File: config.mk
export PLATFORM = sky130hd
export DESIGN_NAME = mmll_mac_top
export DESIGN_NICKNAME = d
export VERILOG_FILES = /design/src/hdl/mmll_pkg.sv /design/src/hdl/mmll_sync.sv /design/src/hdl/mmll_mac_top.sv
export VERILOG_INCLUDE_DIRS = /design/src /design/src/hdl
export SDC_FILE = /design/constraint.sdc
export NUM_CORES = 1
export LEC_CHECK = 0
export BUFFER_PORTS_ARGS = -buffer_cell sky130_fd_sc_hd__buf_2
export CELL_PAD_IN_SITES_DETAIL_PLACEMENT = 1
export CELL_PAD_IN_SITES_GLOBAL_PLACEMENT = 1
export CORE_ASPECT_RATIO = 1.25
export CORE_MARGIN = 2
export CORE_UTILIZATION = 51
export CTS_BUF_LIST = sky130_fd_sc_hd__clkbuf_8
export CTS_CLUSTER_DIAMETER = 80
export DETAILED_ROUTE_END_ITERATION = 8
export GPL_TIMING_DRIVEN = 0
export PLACE_DENSITY = 0.82
export SKIP_CTS_REPAIR_TIMING = 1
export SLEW_MARGIN = 20
export SYNTH_ARGS = -nofsm -noshare
export SYNTH_HDL_FRONTEND = slang
export SYNTH_SLANG_ARGS = --single-unit
export TNS_END_PERCENT = 20
File: constraint.sdc
create_clock -name CLK_SYS -period 3.25 [get_ports CLK_SYS]
set_input_delay 0.4875 -clock CLK_SYS [delete_from_list [all_inputs] [get_ports CLK_SYS]]
set_output_delay 0.4875 -clock CLK_SYS [all_outputs]
set_load 0.1 [all_outputs]
File: src/hdl/mmll_defines.svh
// Constants for the MII transmit side, LED outputs and PHY reset pass-through
// Contract
// - Transmit nibble changes only on transmit clock rise
// - Transmit enable high exactly for valid nibbles
// - Transmit error forces invalid code-groups in frame
// - Receive LED blinks while receiving, else high
// - Collision LED low during collision, else high
// - Link_status_led low when up, blinks on traffic
// - Duplex LED low full duplex, high half
// - PHY held in reset while reset input low
`ifndef MMLL_DEFINES_SVH
`define MMLL_DEFINES_SVH

`define MMLL_TXD_W 4
`define MMLL_CLK_MHZ 200
`define MMLL_BLINK_HALF_MS 50
`define MMLL_US_PER_MS 1000
`define MMLL_BLINK_CNT_W 24
`define MMLL_PHY_RST_MIN_MS 50
`define MMLL_PHY_RST_MAX_MS 150

// Bit positions of the synchronised input vector
`define MMLL_IN_TXCLK 0
`define MMLL_IN_CRS 1
`define MMLL_IN_COL 2
`define MMLL_IN_RXDV 3
`define MMLL_IN_LINK 4
`define MMLL_IN_FDX 5
`define MMLL_IN_PRST 6
`define MMLL_IN_W 7

`define MMLL_LED_ON 1'b0
`define MMLL_LED_OFF 1'b1
`define MMLL_PRST_RESET 1'b0

`endif

File: src/hdl/mmll_pkg.sv
// Types shared by the MII transmit and LED logic
`include "mmll_defines.svh"
package mmll_pkg;

  typedef struct packed
  {
    logic en;
    logic er;
    logic [`MMLL_TXD_W-1:0] txd;
  } mmll_mii_tx_s;

  typedef enum logic [1:0]
  {
    MMLL_TX_IDLE = 2'b01,
    MMLL_TX_BUSY = 2'b10
  } mmll_tx_state_e;

endpackage

File: src/hdl/mmll_sync.sv
// Two-stage synchroniser, one pair of flops per bit
`timescale 1ns/10ps
`include "mmll_defines.svh"
module mmll_sync #(
  parameter int W = 1
) (
  input wire logic clk,
  input wire logic rst_n,
  input wire logic ce,
  input wire logic [W-1:0] d,
  output logic [W-1:0] q
);

  genvar i;
  generate
    for (i = 0; i < W; i = i + 1)
    begin : g_bit
      logic meta_ff;
      logic sync_ff;
      logic nxt_meta;
      logic nxt_sync;

      // First flop feeds only the second one
      always_comb
      begin
        nxt_meta = ce ? d[i] : meta_ff;
        nxt_sync = ce ? meta_ff : sync_ff;
      end

      always_ff @(posedge clk or negedge rst_n)
      begin
        if (!rst_n)
        begin
          meta_ff <= 1'b0;
          sync_ff <= 1'b0;
        end
        else
        begin
          meta_ff <= nxt_meta;
          sync_ff <= nxt_sync;
        end
      end

      assign q[i] = sync_ff;
    end
  endgenerate

endmodule

File: src/hdl/mmll_mac_top.sv
// MII transmit driver, status LEDs and embedded PHY reset pass-through
`timescale 1ns/10ps
`include "mmll_defines.svh"
module mmll_mac_top #(
  parameter int BLINK_HALF_CYCLES = `MMLL_BLINK_HALF_MS * `MMLL_US_PER_MS * `MMLL_CLK_MHZ
) (
  input wire logic CLK_SYS,
  input wire logic RESET_N,
  input wire logic CE,
  input wire logic TX_CLK,
  input wire logic CRS,
  input wire logic COL,
  input wire logic RX_DV,
  input wire logic LINK_UP,
  input wire logic FULL_DUPLEX,
  input wire logic PHY_RESET_IN_N,
  input wire logic TX_VALID,
  input wire logic [`MMLL_TXD_W-1:0] TX_DATA,
  input wire logic TX_ERROR,
  output logic TX_TAKEN,
  output logic [`MMLL_TXD_W-1:0] MII_TXD,
  output logic MII_TX_EN,
  output logic MII_TX_ER,
  output logic CARRIER_SENSE,
  output logic RECEIVE_ACTIVITY_LED,
  output logic COLLISION_LED,
  output logic LINK_STATUS_LED,
  output logic DUPLEX_LED,
  output logic INTERNAL_PHY_RESET_N
);

  // ----------------------------------------
  // Input synchronisation
  // ----------------------------------------
  logic [`MMLL_IN_W-1:0] pins_raw;
  logic [`MMLL_IN_W-1:0] pins_s;
  logic txclk_s;
  logic crs_s;
  logic col_s;
  logic rxdv_s;
  logic link_s;
  logic fdx_s;
  logic prst_s;

  // Carrier sense and collision are asynchronous to us
  always_comb
  begin
    pins_raw = '0;
    pins_raw[`MMLL_IN_TXCLK] = TX_CLK;
    pins_raw[`MMLL_IN_CRS] = CRS;
    pins_raw[`MMLL_IN_COL] = COL;
    pins_raw[`MMLL_IN_RXDV] = RX_DV;
    pins_raw[`MMLL_IN_LINK] = LINK_UP;
    pins_raw[`MMLL_IN_FDX] = FULL_DUPLEX;
    pins_raw[`MMLL_IN_PRST] = PHY_RESET_IN_N;
  end

  mmll_sync #(
    .W(`MMLL_IN_W)
  ) u_sync (
    .clk(CLK_SYS),
    .rst_n(RESET_N),
    .ce(CE),
    .d(pins_raw),
    .q(pins_s)
  );

  assign txclk_s = pins_s[`MMLL_IN_TXCLK];
  assign crs_s = pins_s[`MMLL_IN_CRS];
  assign col_s = pins_s[`MMLL_IN_COL];
  assign rxdv_s = pins_s[`MMLL_IN_RXDV];
  assign link_s = pins_s[`MMLL_IN_LINK];
  assign fdx_s = pins_s[`MMLL_IN_FDX];
  assign prst_s = pins_s[`MMLL_IN_PRST];

  // ----------------------------------------
  // Transmit side
  // ----------------------------------------
  logic txclk_prev_ff;
  logic nxt_txclk_prev;
  mmll_pkg::mmll_mii_tx_s tx_ff;
  mmll_pkg::mmll_mii_tx_s nxt_tx;
  mmll_pkg::mmll_tx_state_e tx_state_ff;
  mmll_pkg::mmll_tx_state_e nxt_tx_state;
  logic taken_ff;
  logic nxt_taken;
  logic tx_edge;
  logic tx_step;

  // Outputs move a few system cycles after the PHY edge, well inside its period
  assign tx_edge = txclk_s & ~txclk_prev_ff;
  assign tx_step = tx_edge & CE;

  always_comb
  begin
    nxt_txclk_prev = txclk_s;
    nxt_tx = tx_ff;
    nxt_taken = 1'b0;
    nxt_tx_state = tx_state_ff;
    if (tx_edge)
    begin
      nxt_tx.txd = TX_VALID ? TX_DATA : '0;
      nxt_tx.en = TX_VALID;
      nxt_tx.er = TX_VALID & TX_ERROR;
      nxt_taken = TX_VALID;
      nxt_tx_state = TX_VALID ? mmll_pkg::MMLL_TX_BUSY : mmll_pkg::MMLL_TX_IDLE;
    end
  end

  always_ff @(posedge CLK_SYS or negedge RESET_N)
  begin
    if (!RESET_N)
    begin
      txclk_prev_ff <= 1'b0;
      tx_ff <= '0;
      taken_ff <= 1'b0;
      tx_state_ff <= mmll_pkg::MMLL_TX_IDLE;
    end
    else if (CE)
    begin
      txclk_prev_ff <= nxt_txclk_prev;
      tx_ff <= nxt_tx;
      taken_ff <= nxt_taken;
      tx_state_ff <= nxt_tx_state;
    end
  end

  // ----------------------------------------
  // Blink timebase and LEDs
  // ----------------------------------------
  logic [`MMLL_BLINK_CNT_W-1:0] blink_cnt_ff;
  logic [`MMLL_BLINK_CNT_W-1:0] nxt_blink_cnt;
  logic blink_ff;
  logic nxt_blink;
  logic tx_busy;
  logic traffic;
  logic crs_ff;
  logic nxt_crs;
  logic receive_activity_led_ff;
  logic nxt_receive_activity_led;
  logic collision_led_ff;
  logic nxt_collision_led;
  logic link_status_led_ff;
  logic nxt_link_status_led;
  logic dup_led_ff;
  logic nxt_dup_led;
  logic prst_ff;
  logic nxt_prst;

  assign tx_busy = (tx_state_ff == mmll_pkg::MMLL_TX_BUSY);
  assign traffic = rxdv_s | crs_s | tx_busy;

  always_comb
  begin
    nxt_blink_cnt = blink_cnt_ff + `MMLL_BLINK_CNT_W'(1'b1);
    nxt_blink = blink_ff;
    if (blink_cnt_ff == `MMLL_BLINK_CNT_W'(BLINK_HALF_CYCLES - 1))
    begin
      nxt_blink_cnt = '0;
      nxt_blink = ~blink_ff;
    end
    nxt_crs = crs_s;
    nxt_receive_activity_led = rxdv_s ? blink_ff : `MMLL_LED_OFF;
    nxt_collision_led = col_s ? `MMLL_LED_ON : `MMLL_LED_OFF;
    // A link that is down wins over traffic
    if (!link_s)
      nxt_link_status_led = `MMLL_LED_OFF;
    else if (traffic)
      nxt_link_status_led = blink_ff;
    else
      nxt_link_status_led = `MMLL_LED_ON;
    nxt_dup_led = fdx_s ? `MMLL_LED_ON : `MMLL_LED_OFF;
    // Straight pass-through; the RC network sets the low time
    nxt_prst = prst_s;
  end

  always_ff @(posedge CLK_SYS or negedge RESET_N)
  begin
    if (!RESET_N)
    begin
      blink_cnt_ff <= '0;
      blink_ff <= 1'b0;
      crs_ff <= 1'b0;
      receive_activity_led_ff <= `MMLL_LED_OFF;
      collision_led_ff <= `MMLL_LED_OFF;
      link_status_led_ff <= `MMLL_LED_OFF;
      dup_led_ff <= `MMLL_LED_OFF;
      prst_ff <= `MMLL_PRST_RESET;
    end
    else if (CE)
    begin
      blink_cnt_ff <= nxt_blink_cnt;
      blink_ff <= nxt_blink;
      crs_ff <= nxt_crs;
      receive_activity_led_ff <= nxt_receive_activity_led;
      collision_led_ff <= nxt_collision_led;
      link_status_led_ff <= nxt_link_status_led;
      dup_led_ff <= nxt_dup_led;
      prst_ff <= nxt_prst;
    end
  end

  assign TX_TAKEN = taken_ff;
  assign MII_TXD = tx_ff.txd;
  assign MII_TX_EN = tx_ff.en;
  assign MII_TX_ER = tx_ff.er;
  assign CARRIER_SENSE = crs_ff;
  assign RECEIVE_ACTIVITY_LED = receive_activity_led_ff;
  assign COLLISION_LED = collision_led_ff;
  assign LINK_STATUS_LED = link_status_led_ff;
  assign DUPLEX_LED = dup_led_ff;
  assign INTERNAL_PHY_RESET_N = prst_ff;
endmodule

==> out/metrics.yaml <==
status: "complete, no violations"
swShare_pct: 34.7
totalWireLength_um: 5200
crit_path_top_delay_cell: "nor3_2"
clock_latency_ns: 0.31
netlist_instances: 206
tightestPinTransition_ns: 0.753
power.density_nw_per_um2: 678
port_buffers: 28
synth.top_cell.area_share_pct: 52.2
synth_edf_count: 0
cts_buffers: 5
fin_util_pct: 61.2
r2r_end: "blink_cnt_ff[7]"
via_per_inst: 5.62
p_leak_nw: 1.20
ys_seq_area_share_pct: 57.8
yosysTopAreaCell: "dfrtp_1"
grt_antenna_before_repair: 0
dr.pass1.iters: 3
rsz0062_at_grt: "no"
critPathMaxFanout: 10
timing.fmax_ghz: 0.509
seq_power_share_pct: 46.2
synth-compound-area-share_pct: 6.71
clk_pin_slew_worst_paths_ns: 0.10
crit_chain: "nor4b_1 -> nand3_1 -> nor3_2 -> nor2_1"
relSlewSlack_pct: 49.5
io_pins: 29
path_depth: 4
hold_violations: 0
area_growth_pct: 15.2
worstPathBufferInverterCount: 0
min-delay-path-class: "in -> async"
r2r-start: "blink_cnt_ff[13]"
critPathTopFamily: "simple AND/OR/NAND/NOR gates"
synth_area_leaders: "dfrtp_1, mux2_2, dfstp_2"
synth_xor_area_share_pct: 6.34
synth_nets: 223
clkPwrFrac_pct: 29.8
required_ns: 3.42
cts_buffer_depth: 2
synth.area.mux_share_pct: 8.15
finalSetupTns_ns: 0
htree_levels: 2
grt_pass1_wl_um: 8970
grt_pass1_vias: 1855
grt_overflow_total: 0
drc_errors: 0
crit_end: "blink_cnt_ff[7]"
synth_adder_area_share_pct: 0.533
ys_ff_latch: 54
n_antenna_cell: 0
fin_worst_skew_ns: 0.00859
synth.distinct_cells: 37
drt_iter0_markers: 61
ys.flop_type: "dfrtp_1"
grt_start_max_net_pins: 55
comb_power_share_pct: 24.0
cp-start-kind: "register"
ir_drop_v: 0.000463
p_switching_uw: 636
rows: 27
synth_top_family_by_area: "simple AND/OR/NAND/NOR gates"
die_h_um: 79.9
route.vias.total: 1685
intPower_mw: 1.20
core_um2: 4430
track_usage_pct: 22.8
gp_congestion: 0.768
setup_violations: 0
fin_crit_sh_pct: 60.4
period_minus_slack_ns: 1.96
root_buffer: "clkbuf_8"
ff2ff_path_depth: 4
crit_start: "blink_cnt_ff[13]"
arrival_ns: 2.13
layout_common_cells: "dfrtp_1, buf_2, nand2_1"
die_x_um: 64.7
start_util_pct: 53.1
maxSlewViolCount: 0
crit_type: "reg -> reg"
end_kind: "register"
clock_sinks: 54
syn_avg_cell_area_um2: 11.4
async_reset_ff_share_pct: 100
ff2ff_setup_slack_ns: 1.29
fin_nets: 258
synth.cell_area_um2: 2350
avgRoutedWirePerCell_um: 17.3
dp_hpwl_um: 3700
yosys.area_share.simple_pct: 18.0
mostFrequentLayoutCell: "dfrtp_1"
max_stage_delay_ns: 0.60
cap_violations: 0
yosysWarnings: 0
postRouteAntennaNets: 0
die-area_um2: 5170
drive_above_1_share_pct: 26.9
cts_tree: "done"
## per-stage QoR
stage          hold WS (ns)  setup slack [ns]  total power [mW]  instances  area (um2)
2_1_floorplan         0.192              1.64              1.20        206        2350
3_3_place_gp          0.413              1.10              1.28        292        2560
4_1_cts               0.236              1.28              1.85        300        2710
6_report              0.204              1.29              1.84        300        2710
5_1_grt               0.257              1.18              1.91        300        2710
3_5_place_dp          0.421              1.06              1.30        292        2560
## worst min path at each step
stage                                  from  cells after the start  slack, ns          endpoint
floorplan                           RESET_N                      0       0.19     CARRIER_SENSE
global placement    u_sync.g_bit[2].sync_ff                      1       0.41     COLLISION_LED
detailed placement  u_sync.g_bit[4].sync_ff                      1       0.42   LINK_STATUS_LED
CTS                                 RESET_N                      1       0.24  blink_cnt_ff[20]
global route                        RESET_N                      1       0.26  blink_cnt_ff[16]
finish                              RESET_N                      1       0.20  blink_cnt_ff[18]
## power by group through the flow
stage	registers, mW	logic [mW]	clock network [mW]
6_report	0.848	0.440	0.547
5_1_grt	0.867	0.467	0.578
4_1_cts	0.850	0.446	0.557
3_5_place_dp	0.861	0.443	0
3_3_place_gp	0.855	0.430	0
2_1_floorplan	1.08	0.115	0
## Yosys cell counts, drive strengths merged, types with 6 or more instances
master,instances
nand4,8
nor2,9
nand3,14
dfrtp,49
mux2,17
nand2,20
a21oi,6
xnor2,10
o21ai,13
and4,7
xor2,7
## layer usage
metal	share of wire, %	wire, um	vias to the layer above	track usage [%]
met2	56	2930	19	43.2
li1	-	-	805	-
met4	1.5	76	0	6.38
met1	40	2100	854	26.2
met3	2.0	103	7	3.81
met5	0	0	-	0
## cells by family (layout without fill, tap and decap cells)
family | after synthesis | in the layout
compound gates | 27 | 27
xor+xnor | 17 | 17
fa+ha+maj | 1 | 1
buf+inv | 13 | 49
flops | 54 | 54
mux | 17 | 17
simple gates | 77 | 77
## worst register-to-register path, stage by stage (launching register included)
cell and delay, ns:
dfrtp_1 0.45, nor4b_1 0.50, nand3_1 0.16, nor3_2 0.60, nor2_1 0.11
## flip-flops by register name (all words and copies together), names as in the netlist, 4 cells and up
signal / flops
u_sync.g_bit.sync_ff: 7
MII_TXD: 4
u_sync.g_bit.meta_ff: 7
blink_cnt_ff: 24
## final cells by class
| class | instances | area [um2] |
|---|---|---|
| Fill cell | 497 | 1720 |
| Timing Repair Buffer | 28 | 143 |
| Sequential cell | 54 | 1360 |
| Buffer | 8 | 40.0 |
| Clock inverter | 2 | 60.1 |
| Multi-Input combinational cell | 139 | 932 |
| Tap cell | 58 | 72.6 |
| Inverter | 5 | 18.8 |
| Clock buffer | 6 | 82.6 |
Note: power is estimated with default switching activity, not from simulation.
